[src/sblu_pkg.sv]
// Shared constants for the serial bootloader upload link: UART timing, ASCII codes,
// XModem bytes, upload error codes and timeouts.
// Assumes a 10 MHz system clock on both ends.
// Notes on behaviour
// - Host holds sleep request low, RTS high
// - Host breaks data line, then resets device
// - Device enters bootloader on sampled strap levels
// - Host ends break, sends carriage return
// - Device sends menu at fixed baud
// - Flow control stays disabled on both ends
// - Host waits for prompt before commands
// - ASCII one starts firmware upload
// - XModem CRC upload, blocks in order
// - No transfer in timeout returns menu
// - Invalid image after reset enters bootloader
// - Host resends whole image after interruption
// - Codes 0x21 header, 0x22 checksum
// - Codes 0x23 CRC high, 0x24 CRC low
// - Codes 0x25 sequence, 0x27 duplicate
// - Code 0x26 incomplete frame
// - Codes 0x41, 0x42, 0x43 image checks
// - Codes 0x44, 0x45, 0x4c tag checks
// - Codes 0x46 odd bytes, 0x47 overflow
// - Codes 0x48, 0x49 protected regions
// - Codes 0x4a, 0x4b flash, 0x4d early data
package sblu_pkg;
  localparam int unsigned CLK_HZ = 10000000;
  localparam int unsigned BAUD = 115200;
  localparam int unsigned BIT_CYC = CLK_HZ / BAUD;
  localparam int unsigned TIMEOUT_S = 60;
  localparam int unsigned TIMEOUT_CYC_DEF = TIMEOUT_S * CLK_HZ;
  localparam int unsigned GAP_MS = 10;
  localparam int unsigned GAP_CYC_DEF = GAP_MS * (CLK_HZ / 1000);
  localparam int unsigned BREAK_CYC = BIT_CYC * 20;
  localparam int unsigned BLK_LEN = 128;
  localparam logic [7:0] CH_CR = 8'h0d;
  localparam logic [7:0] CH_ONE = 8'h31;
  localparam logic [7:0] CH_B = 8'h42;
  localparam logic [7:0] CH_L = 8'h4c;
  localparam logic [7:0] CH_SP = 8'h20;
  localparam logic [7:0] CH_GT = 8'h3e;
  localparam logic [7:0] CH_C = 8'h43;
  localparam logic [7:0] X_SOH = 8'h01;
  localparam logic [7:0] X_EOT = 8'h04;
  localparam logic [7:0] X_ACK = 8'h06;
  localparam logic [7:0] X_NAK = 8'h15;
  localparam logic [7:0] E_SOH = 8'h21;
  localparam logic [7:0] E_CSUM = 8'h22;
  localparam logic [7:0] E_CRCH = 8'h23;
  localparam logic [7:0] E_CRCL = 8'h24;
  localparam logic [7:0] E_SEQ = 8'h25;
  localparam logic [7:0] E_INCOMP = 8'h26;
  localparam logic [7:0] E_DUP = 8'h27;
  localparam logic [7:0] E_NOHDR = 8'h41;
  localparam logic [7:0] E_HDRCRC = 8'h42;
  localparam logic [7:0] E_FILECRC = 8'h43;
  localparam logic [7:0] E_TAG = 8'h44;
  localparam logic [7:0] E_SIG = 8'h45;
  localparam logic [7:0] E_ODD = 8'h46;
  localparam logic [7:0] E_OVF = 8'h47;
  localparam logic [7:0] E_BLREG = 8'h48;
  localparam logic [7:0] E_EEREG = 8'h49;
  localparam logic [7:0] E_ERASE = 8'h4a;
  localparam logic [7:0] E_WRITE = 8'h4b;
  localparam logic [7:0] E_ENDCRC = 8'h4c;
  localparam logic [7:0] E_EARLY = 8'h4d;
  localparam logic [7:0] E_NONE = 8'h00;
endpackage

[src/sblu_if.sv]
// Serial link between the upload host and the bootloader device.
// Assumes one shared clock; the testbench joins the two modports.
`timescale 1ns/1ns
interface sblu_if;
  logic din;
  logic dout;
  logic sleep_request_input;
  logic rts_n;
  logic dev_rst_n;
  modport host (output din, output sleep_request_input, output rts_n, output dev_rst_n, input dout);
  modport device (input din, input sleep_request_input, input rts_n, input dev_rst_n, output dout);
endinterface

[src/sblu_device.sv]
// Bootloader device end: strap entry, menu, XModem-CRC receive with error codes.
// Assumes the host keeps its strap and break sequence; image content checks
// (header, tags, flash) are reported from the image status inputs.
`timescale 1ns/1ns
module sblu_device
  import sblu_pkg::*;
#(
  parameter int unsigned TIMEOUT_CYC = TIMEOUT_CYC_DEF,
  parameter int unsigned GAP_CYC = GAP_CYC_DEF
)
(
  // Clock and reset
  input wire logic clk_sys_in,
  input wire logic nrst_in,
  // Link
  sblu_if.device link,
  // Image store status
  input wire logic app_valid_in,
  input wire logic [7:0] image_err_in,
  // User side
  output logic bl_active_out,
  output logic blk_valid_out,
  output logic [7:0] blk_byte_out,
  output logic [7:0] err_code_out
);
  typedef enum {S_STRAP, S_APP, S_WAIT_CR, S_MENU, S_IDLE, S_POLL, S_SOH, S_SEQ, S_NSEQ,
    S_DATA, S_CRCH, S_CRCL, S_REPLY} sblu_dst_t;
  sblu_dst_t st_q;
  logic [1:0] din_s_q;
  logic [1:0] slp_s_q;
  logic [1:0] rts_s_q;
  logic [1:0] rst_s_q;
  logic [31:0] tmr_q;
  logic [31:0] gap_q;
  logic [7:0] seq_q;
  logic [7:0] exp_q;
  logic [7:0] idx_q;
  logic [15:0] crc_q;
  logic [7:0] crch_q;
  logic [7:0] reply_q;
  logic [2:0] menu_q;
  logic [7:0] err_q;
  logic go_q;
  logic [7:0] txd_q;
  logic dout_q;
  logic rxv;
  logic [7:0] rxd;
  logic txb;
  logic txw;
  logic [15:0] crc_nx;
  logic timed_out;
  logic gap_hit;

  function automatic logic [15:0] crc16(input logic [15:0] c, input logic [7:0] d);
    logic [15:0] r;
    r = c ^ {d, 8'h00};
    for (int i = 0; i < 8; i++) begin
      r = r[15] ? ((r << 1) ^ 16'h1021) : (r << 1);
    end
    return r;
  endfunction

  function automatic logic [7:0] menu_chr(input logic [2:0] i);
    case (i)
      3'h0: return CH_CR;
      3'h1: return CH_B;
      3'h2: return CH_L;
      3'h3: return CH_SP;
      default: return CH_GT;
    endcase
  endfunction

  sblu_uart u_uart (
    .clk_sys_in(clk_sys_in),
    .nrst_in(nrst_in),
    .rx_in(din_s_q[1]),
    .tx_out(txw),
    .tx_go_in(go_q),
    .tx_data_in(txd_q),
    .tx_busy_out(txb),
    .rx_valid_out(rxv),
    .rx_data_out(rxd)
  );

  assign crc_nx = crc16(crc_q, rxd);
  assign timed_out = (tmr_q >= TIMEOUT_CYC - 1);
  assign gap_hit = (gap_q >= GAP_CYC - 1);
  assign link.dout = dout_q;
  // Flow control is never used: rts_n only serves as a strap

  always_ff @(posedge clk_sys_in or negedge nrst_in) begin
    if (!nrst_in) begin
      din_s_q <= 2'b11;
      slp_s_q <= 2'b11;
      rts_s_q <= 2'b00;
      rst_s_q <= 2'b00;
      dout_q <= 1'b1;
    end else begin
      din_s_q <= {din_s_q[0], link.din};
      slp_s_q <= {slp_s_q[0], link.sleep_request_input};
      rts_s_q <= {rts_s_q[0], link.rts_n};
      rst_s_q <= {rst_s_q[0], link.dev_rst_n};
      dout_q <= txw;
    end
  end

  always_ff @(posedge clk_sys_in or negedge nrst_in) begin
    if (!nrst_in) begin
      st_q <= S_STRAP;
      tmr_q <= 32'h0;
      gap_q <= 32'h0;
      seq_q <= 8'h00;
      exp_q <= 8'h01;
      idx_q <= 8'h00;
      crc_q <= 16'h0000;
      crch_q <= 8'h00;
      reply_q <= 8'h00;
      menu_q <= 3'h0;
      err_q <= E_NONE;
      go_q <= 1'b0;
      txd_q <= 8'h00;
      blk_valid_out <= 1'b0;
      blk_byte_out <= 8'h00;
      err_code_out <= E_NONE;
      bl_active_out <= 1'b0;
    end else if (!rst_s_q[1]) begin
      // Device reset from the link restarts the strap check; a cut upload is lost
      st_q <= S_STRAP;
      go_q <= 1'b0;
      blk_valid_out <= 1'b0;
      bl_active_out <= 1'b0;
    end else begin
      go_q <= 1'b0;
      blk_valid_out <= 1'b0;
      tmr_q <= tmr_q + 32'h1;
      gap_q <= rxv ? 32'h0 : gap_q + 32'h1;
      case (st_q)
        S_STRAP: begin
          tmr_q <= 32'h0;
          // Strap pattern or an invalid application image selects the bootloader
          if ((!slp_s_q[1] && !din_s_q[1] && rts_s_q[1]) || !app_valid_in) begin
            st_q <= S_WAIT_CR;
            bl_active_out <= 1'b1;
          end else begin
            st_q <= S_APP;
          end
        end
        S_APP: st_q <= S_APP;
        S_WAIT_CR: if (rxv && rxd == CH_CR) begin
          st_q <= S_MENU;
          menu_q <= 3'h0;
        end
        S_MENU: if (!txb && !go_q) begin
          // Menu prompt goes out on the same fixed-rate UART
          go_q <= 1'b1;
          txd_q <= menu_chr(menu_q);
          menu_q <= menu_q + 3'h1;
          if (menu_q == 3'h4) begin
            st_q <= S_IDLE;
          end
        end
        S_IDLE: if (rxv && rxd == CH_ONE) begin
          st_q <= S_POLL;
          tmr_q <= 32'h0;
          exp_q <= 8'h01;
        end else if (rxv && rxd == X_SOH) begin
          err_code_out <= E_EARLY;
        end
        S_POLL: begin
          if (timed_out) begin
            st_q <= S_MENU;
            menu_q <= 3'h0;
          end else if (rxv) begin
            // XModem-CRC receive begins
            st_q <= (rxd == X_SOH) ? S_SEQ : S_POLL;
            if (rxd != X_SOH) begin
              err_code_out <= E_SOH;
            end
          end else if (!txb && !go_q && gap_q == 32'h0) begin
            go_q <= 1'b1;
            txd_q <= CH_C;
          end
        end
        S_SOH: if (rxv) begin
          if (rxd == X_SOH) begin
            st_q <= S_SEQ;
          end else if (rxd == X_EOT) begin
            reply_q <= X_ACK;
            st_q <= S_REPLY;
          end else begin
            err_code_out <= E_SOH;
            reply_q <= X_NAK;
            st_q <= S_REPLY;
          end
        end
        S_SEQ: if (rxv) begin
          seq_q <= rxd;
          st_q <= S_NSEQ;
        end
        S_NSEQ: if (rxv) begin
          idx_q <= 8'h00;
          crc_q <= 16'h0000;
          err_q <= (rxd != ~seq_q) ? E_SEQ : E_NONE;
          st_q <= S_DATA;
        end
        S_DATA: if (rxv) begin
          crc_q <= crc_nx;
          idx_q <= idx_q + 8'h01;
          if (idx_q == 8'(BLK_LEN - 1)) begin
            st_q <= S_CRCH;
          end
        end
        S_CRCH: if (rxv) begin
          crch_q <= rxd;
          st_q <= S_CRCL;
        end
        S_CRCL: if (rxv) begin
          st_q <= S_REPLY;
          reply_q <= X_NAK;
          if (err_q != E_NONE) begin
            err_code_out <= err_q;
          end else if (seq_q == exp_q - 8'h01) begin
            err_code_out <= E_DUP;
            reply_q <= X_ACK;
          end else if (seq_q != exp_q) begin
            err_code_out <= E_SEQ;
          end else if ({crch_q, rxd} != crc_q) begin
            err_code_out <= (crch_q != crc_q[15:8]) ? E_CRCH : E_CRCL;
            if (crch_q == crc_q[15:8] && rxd == crc_q[7:0]) begin
              err_code_out <= E_CSUM;
            end
          end else if (image_err_in != E_NONE) begin
            // Image, tag, buffer, region and flash faults from the store
            err_code_out <= image_err_in;
          end else begin
            reply_q <= X_ACK;
            exp_q <= exp_q + 8'h01;
          end
        end
        S_REPLY: if (!txb && !go_q) begin
          go_q <= 1'b1;
          txd_q <= reply_q;
          st_q <= (reply_q == X_ACK && err_code_out == E_NONE && exp_q == 8'h01) ? S_MENU : S_SOH;
        end
        default: st_q <= S_STRAP;
      endcase
      // A stall mid-frame marks the frame incomplete and asks for a resend
      if (gap_hit && (st_q == S_SEQ || st_q == S_NSEQ || st_q == S_DATA || st_q == S_CRCH || st_q == S_CRCL)) begin
        err_code_out <= E_INCOMP;
        reply_q <= X_NAK;
        st_q <= S_REPLY;
      end
      if (st_q == S_DATA && rxv) begin
        blk_valid_out <= 1'b1;
        blk_byte_out <= rxd;
      end
    end
  end
endmodule

[src/sblu_uart.sv]
// 8N1 UART transmitter and receiver at the fixed bootloader baud rate.
// Assumes rx_in is already synchronised to clk_sys_in.
`timescale 1ns/1ns
module sblu_uart
  import sblu_pkg::*;
(
  // Clock and reset
  input wire logic clk_sys_in,
  input wire logic nrst_in,
  // Serial lines
  input wire logic rx_in,
  output logic tx_out,
  // Transmit side
  input wire logic tx_go_in,
  input wire logic [7:0] tx_data_in,
  output logic tx_busy_out,
  // Receive side
  output logic rx_valid_out,
  output logic [7:0] rx_data_out
);
  logic [15:0] tx_cnt_q;
  logic [3:0] tx_bit_q;
  logic [9:0] tx_sh_q;
  logic [15:0] rx_cnt_q;
  logic [3:0] rx_bit_q;
  logic [7:0] rx_sh_q;
  logic tx_tick;
  logic rx_tick;
  assign tx_tick = (tx_cnt_q == 16'(BIT_CYC - 1));
  assign rx_tick = (rx_cnt_q == 16'(BIT_CYC - 1));
  assign tx_busy_out = (tx_bit_q != 4'h0);
  assign tx_out = tx_sh_q[0];

  always_ff @(posedge clk_sys_in or negedge nrst_in) begin
    if (!nrst_in) begin
      tx_cnt_q <= 16'h0000;
      tx_bit_q <= 4'h0;
      tx_sh_q <= 10'h3ff;
    end else if (tx_bit_q == 4'h0) begin
      tx_cnt_q <= 16'h0000;
      if (tx_go_in) begin
        tx_sh_q <= {1'b1, tx_data_in, 1'b0};
        tx_bit_q <= 4'ha;
      end
    end else if (tx_tick) begin
      tx_cnt_q <= 16'h0000;
      tx_sh_q <= {1'b1, tx_sh_q[9:1]};
      tx_bit_q <= tx_bit_q - 4'h1;
    end else begin
      tx_cnt_q <= tx_cnt_q + 16'h0001;
    end
  end

  // Start bit sampled at its middle; a break just keeps restarting and fails the stop check
  always_ff @(posedge clk_sys_in or negedge nrst_in) begin
    if (!nrst_in) begin
      rx_cnt_q <= 16'h0000;
      rx_bit_q <= 4'h0;
      rx_sh_q <= 8'h00;
      rx_valid_out <= 1'b0;
      rx_data_out <= 8'h00;
    end else begin
      rx_valid_out <= 1'b0;
      if (rx_bit_q == 4'h0) begin
        if (!rx_in) begin
          rx_bit_q <= 4'ha;
          rx_cnt_q <= 16'(BIT_CYC / 2);
        end
      end else if (rx_tick) begin
        rx_cnt_q <= 16'h0000;
        rx_bit_q <= rx_bit_q - 4'h1;
        if (rx_bit_q == 4'ha && rx_in) begin
          rx_bit_q <= 4'h0;
        end else if (rx_bit_q == 4'h1) begin
          rx_valid_out <= rx_in;
          rx_data_out <= rx_sh_q;
        end else if (rx_bit_q != 4'ha) begin
          rx_sh_q <= {rx_in, rx_sh_q[7:1]};
        end
      end else begin
        rx_cnt_q <= rx_cnt_q + 16'h0001;
      end
    end
  end
endmodule

[src/flat_wrapper.sv]
// flat-port wrapper written by rule: the top's interface ports become plain ports
module sblu_device_flat import sblu_pkg::*;
#(
  parameter int unsigned TIMEOUT_CYC = TIMEOUT_CYC_DEF,
  parameter int unsigned GAP_CYC = GAP_CYC_DEF
)
  (clk_sys_in, nrst_in, app_valid_in, image_err_in, bl_active_out, blk_valid_out, blk_byte_out, err_code_out, link_din, link_sleep_request_input, link_rts_n, link_dev_rst_n, link_dout);
  sblu_if link_i ();
  input wire logic clk_sys_in;
  input wire logic nrst_in;
  input wire logic app_valid_in;
  input wire logic [7:0] image_err_in;
  output logic bl_active_out;
  output logic blk_valid_out;
  output logic [7:0] blk_byte_out;
  output logic [7:0] err_code_out;
  input wire logic [$bits(link_i.din)-1:0] link_din;
  input wire logic [$bits(link_i.sleep_request_input)-1:0] link_sleep_request_input;
  input wire logic [$bits(link_i.rts_n)-1:0] link_rts_n;
  input wire logic [$bits(link_i.dev_rst_n)-1:0] link_dev_rst_n;
  output wire logic [$bits(link_i.dout)-1:0] link_dout;
  assign link_i.din = link_din;
  assign link_i.sleep_request_input = link_sleep_request_input;
  assign link_i.rts_n = link_rts_n;
  assign link_i.dev_rst_n = link_dev_rst_n;
  assign link_dout = link_i.dout;
  sblu_device #(.TIMEOUT_CYC(TIMEOUT_CYC), .GAP_CYC(GAP_CYC)) u_core (.clk_sys_in(clk_sys_in), .nrst_in(nrst_in), .link(link_i), .app_valid_in(app_valid_in), .image_err_in(image_err_in), .bl_active_out(bl_active_out), .blk_valid_out(blk_valid_out), .blk_byte_out(blk_byte_out), .err_code_out(err_code_out));
endmodule
[config.mk]
export PLATFORM = sky130hd
export DESIGN_NAME = sblu_device_flat
export DESIGN_NICKNAME = d
export VERILOG_FILES = /design/src/sblu_pkg.sv /design/src/sblu_if.sv /design/src/sblu_device.sv /design/src/sblu_uart.sv /design/src/flat_wrapper.sv
export SDC_FILE = /design/constraint.sdc
export NUM_CORES = 1
export LEC_CHECK = 0
export BUFFER_PORTS_ARGS = -buffer_cell sky130_fd_sc_hd__buf_2
export CORE_MARGIN = 4
export CORE_UTILIZATION = 50
export DETAILED_ROUTE_END_ITERATION = 12
export PLACE_DENSITY = 0.68
export SLEW_MARGIN = 5
export SYNTH_ARGS = -nofsm -noshare
export SYNTH_HDL_FRONTEND = slang
export SYNTH_SLANG_ARGS = --single-unit
[constraint.sdc]
create_clock -name clk_sys_in -period 5 [get_ports clk_sys_in]
set_input_delay 1 -clock clk_sys_in [delete_from_list [all_inputs] [get_ports clk_sys_in]]
set_output_delay 1 -clock clk_sys_in [all_outputs]
set_load 0.01 [all_outputs]
==> impl_metrics.yaml, run 1 <==
timing:
  max_freq_mhz: 314
  post-route-period-util_pct: 63.8
  maxSlewHeadroom_pct: 22.2
  hold_violations: 0
  tightest_slew_ns: 1.16
  setup_viol: 0
  layout_min_cycle_time_ns: 3.19
  setup-tns-final_ns: 0
  slew_viol_final: 0
  rsz0062_at_grt: "no"
  clock_skew_ns: 0.0122
setup_path:
  crit_family: "simple AND/OR/NAND/NOR gates"
  path_buf_inv: 0
  crit_path_end_kind: "register"
  slowest_delay_ns: 0.78
  critPathKind: "register to register"
  path_cells: "xor2_1 > nor4_1 > nand2_1 > nor4_4 > nand4_2 > or4_1 > nand3_1"
  worst_setup_path_start_kind: "register"
  required_ns: 5.48
  crit_fanout: 11
  slowest_stage: "nor4_1"
  cp.arrival_ns: 3.66
detailed_routing:
  vias: 8761
  wl_um: 25200
  dr.pass1.iters: 5
  wl_met2_um: 11500
  post_drt_wl_per_cell_um: 16.4
  vias_per_cell: 5.71
  drc: 0
  dr.max_layer_used: "met4"
  drtIter0Drc: 695
  ant_nets: 0
  wl_met3_um: 1220
  wl_met1_um: 12000
yosys:
  synth_area_leader_cell: "dfrtp_1"
  ys.flop_type: "dfrtp_1"
  syn-num-nets: 1223
  synth-async-reset-ratio_pct: 100
  synth-seq-cells: 224
  synth_seq_area_share_pct: 47.6
  synth_top_area_share_pct: 44.3
  synthCells: 1187
  synth_top_cells_by_count: "dfrtp_1 (209), nor2_1 (135), nand2_1 (91)"
  synth_area_um2: 11800
  synth_most_common_cell: "dfrtp_1"
  avgSynthCellArea_um2: 9.95
  yosysWarnings: 0
  netlist_top_cells_area: "dfrtp_1 (44%), xor2_1 (6.7%), mux2_2 (4.3%), nor2_1 (4.3%), dfstp_2 (3.3%)"
  netlist-cell-type-count: 73
  synth_edf_count: 0
run_status:
  status: "finished clean"
floorplanning:
  dieHeight_um: 162
  die-area_um2: 26100
  die-width_um: 162
  initial_utilization_pct: 51.5
  rows: 55
  fp.coreArea_um2: 22900
  pin_count: 34
grt:
  grt_pass1_vias: 8402
  grt_overflow: 0
  antenna_found_initial: 0
  grt_pass1_wl_um: 42400
  grt_max_degree: 119
  grt_use_total_pct: 19.0
job:
  cap_violations: 0
final_layout:
  layout.core_utilization_pct: 57.2
  drive_above_1_share_pct: 14.3
  diodes: 0
  final_nets: 1239
  area_delta_synth_final_pct: 11.1
  nFillCells: 1963
  final_cell_area_um2: 13100
clock_network:
  cts.path.max_buffers: 3
  cts_sinks: 224
  cts.htree.levels: 1
  cts_hold_buf: 0
  cts_buffers: 25
  postCtsResizedCells: 0
  cts_tree: "yes"
  clock_latency_ns: 0.53
  root_buffer: "clkbuf_16"
  clk_pin_slew_ns: 0.07
  cts_setup_buffers: 0
placed_design:
  dpl.hpwl_um: 17000
  placed_cell_area_um2: 12200
  numPortBuffers: 33
  place.gp.congestion: 0.873
pwr:
  p_leak_nw: 6.05
  worst_ir_drop_vdd_mv: 0.261
  power.density_nw_per_um2: 395
  power_mw: 5.19
min_path:
  hold_path_class: "register to register"
## power breakdown
group          total (mW)  internal, mW  switching [mW]  leakage (nW)
logic               0.920         0.392           0.527          2.65
registers            2.27          2.01           0.258          2.97
clock network        2.00          1.21           0.785         0.436
## cell usage in the layout (no fill, tap or decap), drive strengths merged, types with 16 or more instances in the layout
cell / count
nor2: 136
nor3: 23
and3: 30
a22o: 23
nand2: 91
dfrtp: 209
xor2: 90
nor4: 31
xnor2: 45
inv: 35
o21ai: 50
ha: 21
mux2: 51
buf: 42
nand2b: 16
nand4: 35
a21oi: 39
clkbuf: 27
nand3: 53
## stage by stage
stage                     instances  hold slack (ns)  setup WS, ns
after floorplan                1187            0.331          2.43
after global placement         1489            0.334          2.01
after detailed placement       1489            0.337          1.96
after CTS                      1535            0.350          1.94
after global routing           1535            0.357          1.63
final                          1535            0.346          1.81
## cell families (layout without fill, tap and decap cells)
family	Yosys count	count (layout)	synth area share, %
AO/OA/AOI/OAI	181	181	10.3
XOR/XNOR	135	135	10.0
adder cells (fa/ha/maj)	21	21	2.22
buffers and inverters	86	121	3.03
flip-flops	224	224	47.6
multiplexers	64	64	6.12
AND/OR/NAND/NOR	476	476	20.7
## final timing paths
path / startpoint / to / slack (ns) / cells after the start
max: u_core.u_uart.rx_data_out[3] / u_core.exp_q[5] / 1.81 / 7
min: u_core.rst_s_q[0] / u_core.rst_s_q[1] / 0.35 / 0
max reg2reg: u_core.u_uart.rx_data_out[3] / u_core.exp_q[5] / 1.81 / 7
min reg2reg: u_core.rst_s_q[0] / u_core.rst_s_q[1] / 0.35 / 0
max in group asynchronous: nrst_in / u_core.u_uart.rx_cnt_q[0] / 3.35 / 2
min in group asynchronous: nrst_in / u_core.gap_q[21] / 0.54 / 1
## final cells by class
cell class                 instances  area (um^2)  area share (%)
timing repair buffer              42          243            1.85
multi-input combinational        877         5830            44.5
clock buffer                      27          653            4.98
clock inverter                    19          248            1.89
tap                              313          392            2.99
sequential                       224         5620            42.9
inverter                          33          124           0.944
## sequential cells by signal, indices dropped and copies added, names as in the netlist, 2 cells and up
| name | cells |
|---|---|
| u_core.gap_q | 32 |
| u_core.tmr_q | 32 |
| u_core.crc_q | 16 |
| u_core.u_uart.rx_cnt_q | 16 |
| u_core.u_uart.tx_cnt_q | 16 |
| u_core.u_uart.tx_sh_q | 9 |
| u_core.blk_byte_out | 8 |
| u_core.crch_q | 8 |
| u_core.err_code_out | 8 |
| u_core.exp_q | 8 |
| u_core.idx_q | 8 |
| u_core.seq_q | 8 |
| u_core.u_uart.rx_data_out | 8 |
| u_core.u_uart.rx_sh_q | 8 |
| u_core.txd_q | 7 |
| u_core.st_q | 4 |
| u_core.u_uart.rx_bit_q | 4 |
| u_core.u_uart.tx_bit_q | 4 |
| u_core.menu_q | 3 |
| u_core.reply_q | 3 |
| u_core.din_s_q | 2 |
| u_core.rst_s_q | 2 |
| u_core.rts_s_q | 2 |
| u_core.slp_s_q | 2 |
## metal layers
metal,GRT usage [%],vias up
li1,-,4262
met3,3.07,46
met4,3.84,0
met1,28.4,4218
met2,29.8,235
met5,0,-
(Power assumes the default switching activity.)
==> run 2, diff against run 1 <==
Settings changed: ABC_AREA set to 1, PLACE_DENSITY 0.68 to 0.71.
Clock period 5 ns to 2.8 ns, I/O delays scaled along.
==> run 2 against run 1 <==
  * Final area up 8.2%
  * Fmax up 35%
  * The flow now finishes with violations (negative hold slack)
  * Total power up 84%
  * Area after synthesis up 8.1%
  * Non-clock buffer count up 2
  * Highest routed layer unchanged
  * Clock power up 86%
  * Wire length up 14%
  * Final cell count up 33%
  * Register-to-register slack worse by 1.4 ns
==> impl_metrics.yaml, run 2 <==
run_status:
  status: "finished, violations left"
  violations: "negative hold slack"
timing:
  maxSlewHeadroom_pct: 55.7
  setup-tns-final_ns: 0
  max_freq_mhz: 422
  tightest_slew_ns: 0.663
  clock_skew_ns: 0.00848
  post-route-period-util_pct: 84.6
  hold_violations: 7
  layout_min_cycle_time_ns: 2.37
  slew_viol_final: 0
  whs_ns: -0.0130
  setup_viol: 0
  rsz0062_at_grt: "no"
setup_path:
  startpoint: "u_core.st_q[1]"
  critPathKind: "register to register"
  cpMostUsedCell: "nand2_1"
  timing.rr.start: "u_core.st_q[1]"
  cp.arrival_ns: 2.78
  crit_path_end_kind: "register"
  reg2reg_depth: 9
  crit_cells: 9
  slowest_stage: "dfrtp_1"
  crit_family: "simple AND/OR/NAND/NOR gates"
  worst_setup_path_start_kind: "register"
  path_buf_inv: 1
  r2r_slack_ns: 0.43
  path_cells: "nand2_1 > nor2_4 > inv_1 > o21ai_1 > nand3_1 > nor2_4 > nand2_2 > nand2_1 > nand2_1"
  slowest_delay_ns: 0.57
  crit_fanout: 13
  r2r-end: "u_core.exp_q[6]"
  required_ns: 3.21
clock_network:
  cts.path.max_buffers: 3
  root_buffer: "clkbuf_16"
  cts_hold_buf: 0
  cts_buffers: 25
  cts_tree: "yes"
  clock_latency_ns: 0.53
  cts.htree.levels: 1
  cts_setup_buffers: 0
  clk_pin_slew_ns: 0.06
  postCtsResizedCells: 0
  cts_sinks: 224
detailed_routing:
  wl_um: 28800
  drtIter0Drc: 871
  drc: 0
  vias: 10899
  post_drt_wl_per_cell_um: 14.1
  dr.pass1.iters: 5
  vias_per_cell: 5.33
  ant_nets: 0
grt:
  met1_usage_pct: 28.0
  grt_overflow: 0
  grt_pass1_wl_um: 49800
  antenna_found_initial: 0
  grt_pass1_vias: 10558
  top_usage_layer: "met2"
  grt_max_degree: 74
  grt_use_total_pct: 20.6
  met2_usage_pct: 35.2
  use_met3_pct: 2.55
placed_design:
  placed_cell_area_um2: 13300
  numPortBuffers: 33
  dpl.hpwl_um: 21100
  place.gp.congestion: 0.897
  dp_cells: 2000
yosys:
  synth-seq-cells: 224
  synth_area_leader_cell: "dfrtp_1"
  synthCells: 1661
  synth_most_common_cell: "nand2_1"
  synth_edf_count: 0
  avgSynthCellArea_um2: 7.68
  synth-async-reset-ratio_pct: 100
  synth_top_cells_by_count: "nand2_1 (372), dfrtp_1 (209), inv_1 (193)"
  synth_seq_area_share_pct: 44.1
  ys.flop_type: "dfrtp_1"
  syn-num-nets: 1697
  netlist_top_cells_area: "dfrtp_1 (41%), nand2_1 (11%), inv_1 (5.7%), nor2_1 (4.7%), nand3_1 (4.5%)"
  synth_top_area_share_pct: 41.0
  netlist-cell-type-count: 59
  synth_area_um2: 12800
  yosysWarnings: 0
pwr:
  power_switching_mw: 2.90
  worst_ir_drop_vdd_mv: 0.555
  p_leak_nw: 6.78
  power.density_nw_per_um2: 673
  p_int_mw: 6.65
  swShare_pct: 30.4
  p_seq_share_pct: 41.6
  comb_power_share_pct: 19.6
  power_frac_clock_pct: 38.8
final_layout:
  multiInputGateArea_um2: 6120
  diodes: 0
  final_common_cell: "nand2_1"
  drive_above_1_share_pct: 11.1
  nFillCells: 2291
  stdcell_count: 2045
  final_cell_area_um2: 14200
  area_delta_synth_final_pct: 11.2
  regArea_um2: 5620
  final_cell_mix: "nand2_1 (372), dfrtp_1 (209), inv_1 (193), nor2_1 (161), nand3_1 (114)"
  reg_top3: "u_core.gap_q (32), u_core.tmr_q (32)"
  final_nets: 1733
job:
  cap_violations: 0
min_path:
  hold_path_class: "input pin to async pin"
floorplanning:
  rows: 58
  dieHeight_um: 168
  die-width_um: 168
  pin_count: 34
  initial_utilization_pct: 50.7
  die-area_um2: 28100
  fp.coreArea_um2: 25200
==> run 2: changes by cell type after synthesis, sizes merged, moves of 22 or more <==
cell / delta
clkbuf: -29
nand3: +64
nand2: +302
xor2: -63
a22o: -22
and3: -28
mux2: -50
inv: +182
nor3: +31
a21oi: +33
nor2: +53
o21ai: +103
==> run 2: cell families after synthesis <==
logic type,Yosys count,synth area share [%]
xor+xnor,64,4.39
mux,1,0.0882
compound gates,271,11.5
buf+inv,252,7.99
flops,224,44.1
simple gates,828,29.9
fa+ha+maj,21,2.06
==> run 2: area by class of cell <==
class / instances / share of cell area (%)
clock buffer: 31 / 4.78
clock inverter: 14 / 1.80
inverter: 217 / 5.79
multi-input combinational: 1185 / 43.1
sequential: 224 / 39.6
tap: 330 / 2.91
timing repair buffer: 44 / 1.99
==> run 2: worst reg2reg max path: stages (launching register included) <==
cell,delay [ns]
dfrtp_1,0.57
nand2_1,0.19
nor2_4,0.30
inv_1,0.28
o21ai_1,0.30
nand3_1,0.16
nor2_4,0.19
nand2_2,0.13
nand2_1,0.08
nand2_1,0.05
==> run 2: worst max-delay path by stage <==
stage,end,slack (ns)
finish,u_core.exp_q[6],0.43
global route,u_core.exp_q[6],0.24
CTS,u_core.exp_q[6],0.47
detailed placement,u_core.exp_q[6],0.48
global placement,u_core.exp_q[2],0.49
floorplan,u_core.exp_q[5],0.93
==> run 2: per-stage QoR <==
| step | util (%) | total power [mW] | hold slack, ns | setup WS (ns) |
|---|---|---|---|---|
| 2_1_floorplan | - | 5.38 | 0.264 | 0.930 |
| 3_3_place_gp | 52.7 | 5.85 | 0.334 | 0.491 |
| 3_5_place_dp | 52.7 | 5.89 | 0.339 | 0.484 |
| 4_1_cts | 56.4 | 9.64 | 0.0131 | 0.465 |
| 5_1_grt | 56.4 | 10.1 | 0.0282 | 0.237 |
| 6_report | 56.4 | 9.55 | -0.0130 | 0.430 |
==> run 2: per-layer routing <==
metal  share of wire (%)  wire length [um]
met1                  46             13300
met2                  47             13700
met3                 3.7              1080
met4                 2.6               750
met5                   0                 0
==> run 2: power groups by stage <==
stage | clock, mW | combinational (mW) | sequential, mW
floorplan | 0 | 1.46 | 3.92
global placement | 0 | 1.84 | 4.01
detailed placement | 0 | 1.87 | 4.02
CTS | 3.78 | 1.89 | 3.97
global route | 3.92 | 2.17 | 4.02
finish | 3.71 | 1.87 | 3.97
==> run 3, diff against run 2 <==
Settings changed: PLACE_DENSITY 0.71 to 0.68.
Clock period 2.8 ns to 2.4 ns, I/O delays scaled along.
==> run 3 against run 2 <==
  * The run now ends clean
  * Final cell count up 0.78%
  * Sequential share of layout area down 0.18 points
  * Worst setup slack got worse by 0.17 ns
  * Wire length up 4.4%
  * Fmax is 11% higher
  * Hold slack improved by 0.050 ns
==> impl_metrics.yaml, run 3 (synthesized netlist as in run 2, its figures left out) <==
run_status:
  status: "finished clean"
grt:
  grt_overflow: 0
  grt_pass1_vias: 10584
  antenna_found_initial: 0
  grt_max_degree: 77
  grt_use_total_pct: 21.4
  grt_pass1_wl_um: 51000
clock_network:
  cts_sinks: 224
  cts_buffers: 26
  clock_latency_ns: 0.54
  cts_tree: "yes"
  root_buffer: "clkbuf_16"
  cts.path.max_buffers: 3
  cts_setup_buffers: 0
  clk_pin_slew_ns: 0.06
  cts.htree.levels: 1
  postCtsResizedCells: 0
setup_path:
  crit_path_end_kind: "register"
  worst_setup_path_start_kind: "register"
  cp.arrival_ns: 2.55
  required_ns: 2.82
  reg2reg_depth: 13
  crit_fanout: 14
  critPathKind: "register to register"
floorplanning:
  rows: 58
  fp.coreArea_um2: 25200
  die-area_um2: 28100
  dieHeight_um: 168
  pin_count: 34
  initial_utilization_pct: 50.7
  die-width_um: 168
pwr:
  worst_ir_drop_vdd_mv: 0.584
  power_mw: 10.9
  p_leak_nw: 6.83
  power.density_nw_per_um2: 767
detailed_routing:
  drtIter0Drc: 701
  wl_um: 30100
  vias: 10951
  dr.pass1.iters: 5
  post_drt_wl_per_cell_um: 14.6
  vias_per_cell: 5.31
  drc: 0
  ant_nets: 0
timing:
  setup_viol: 0
  hold_violations: 0
  layout_min_cycle_time_ns: 2.14
  slew_viol_final: 0
  setup-tns-final_ns: 0
  rsz0062_at_grt: "no"
  clock_skew_ns: 0.0187
  max_freq_mhz: 468
  post-route-period-util_pct: 89.0
  maxSlewHeadroom_pct: 40.4
  tightest_slew_ns: 0.893
placed_design:
  place.gp.congestion: 0.912
  dpl.hpwl_um: 22100
  numPortBuffers: 33
final_layout:
  diodes: 0
  area_delta_synth_final_pct: 11.7
  final_common_cell: "nand2_1"
  reg_top3: "u_core.gap_q (32), u_core.tmr_q (32)"
  final_nets: 1747
  final_cell_mix: "nand2_1 (372), dfrtp_1 (209), inv_1 (193), nor2_1 (161), nand3_1 (114)"
  drive_above_1_share_pct: 11.7
min_path:
  hold_path_class: "input pin to register"
  hold_depth: 1
job:
  cap_violations: 0
run 3: critical path, cell delays in order, from the launching register on:
cell	delay, ns
dfrtp_1	0.39
ha_1	0.20
nand3_1	0.16
nor2_2	0.22
nand2_1	0.07
nand2_1	0.11
nand2_1	0.15
and2_1	0.20
nand2_1	0.06
nand2_1	0.06
nand2_2	0.20
inv_1	0.08
nand2_1	0.06
nand2_1	0.04
run 3: per-layer routing:
metal  track usage, %  vias to the layer above  wire [um]
met5                0                        -          0
met4             6.21                        0        839
met3             2.46                       58       1150
met2             36.0                      232      14300
met1             29.2                     5135      13800
li1                 -                     5526          -
run 3: layout make-up:
| class | count | area (um^2) |
|---|---|---|
| Clock buffer | 38 | 756 |
| Clock inverter | 10 | 143 |
| Fill cell | 2323 | 10900 |
| Inverter | 217 | 822 |
| Multi-Input combinational cell | 1185 | 6120 |
| Sequential cell | 224 | 5620 |
| Tap cell | 330 | 413 |
| Timing Repair Buffer | 57 | 383 |
run 3: path summary, 6_finish.rpt:
check,start,endpoint,slack [ns]
setup / recovery,u_core.tmr_q[0],u_core.txd_q[2],0.26
hold / removal,link_din,u_core.din_s_q[0],0.04
setup reg to reg,u_core.tmr_q[0],u_core.txd_q[2],0.26
hold reg to reg,u_core.rts_s_q[0],u_core.rts_s_q[1],0.35
max in group asynchronous,nrst_in,u_core.u_uart.tx_sh_q[2],1.30
min in group asynchronous,nrst_in,u_core.tmr_q[30],0.40
run 3: through the flow:
stage,hold slack (ns),std cells,setup slack (ns),instance area [um^2],utilization (%)
2_1_floorplan,0.184,1661,0.610,12800,-
3_3_place_gp,0.335,2012,0.304,13400,53.0
3_5_place_dp,0.340,2012,0.290,13400,53.0
4_1_cts,0.0149,2061,0.258,14300,56.6
5_1_grt,0.0206,2061,0.0591,14300,56.6
6_report,0.0370,2061,0.264,14300,56.6
run 3: timing repair:
item                                    in CTS  in global routing
endpoints found under the hold margin       24                  0
endpoints found under the setup margin       0                  0
hold buffers                                 1                  0
run 3: report_power, final:
| part | internal, mW | switching [mW] | leakage, nW |
|---|---|---|---|
| registers | 4.24 | 0.392 | 3.00 |
| logic | 0.779 | 1.43 | 3.39 |
| clock network | 2.51 | 1.59 | 0.440 |
| total | 7.52 | 3.41 | 6.83 |
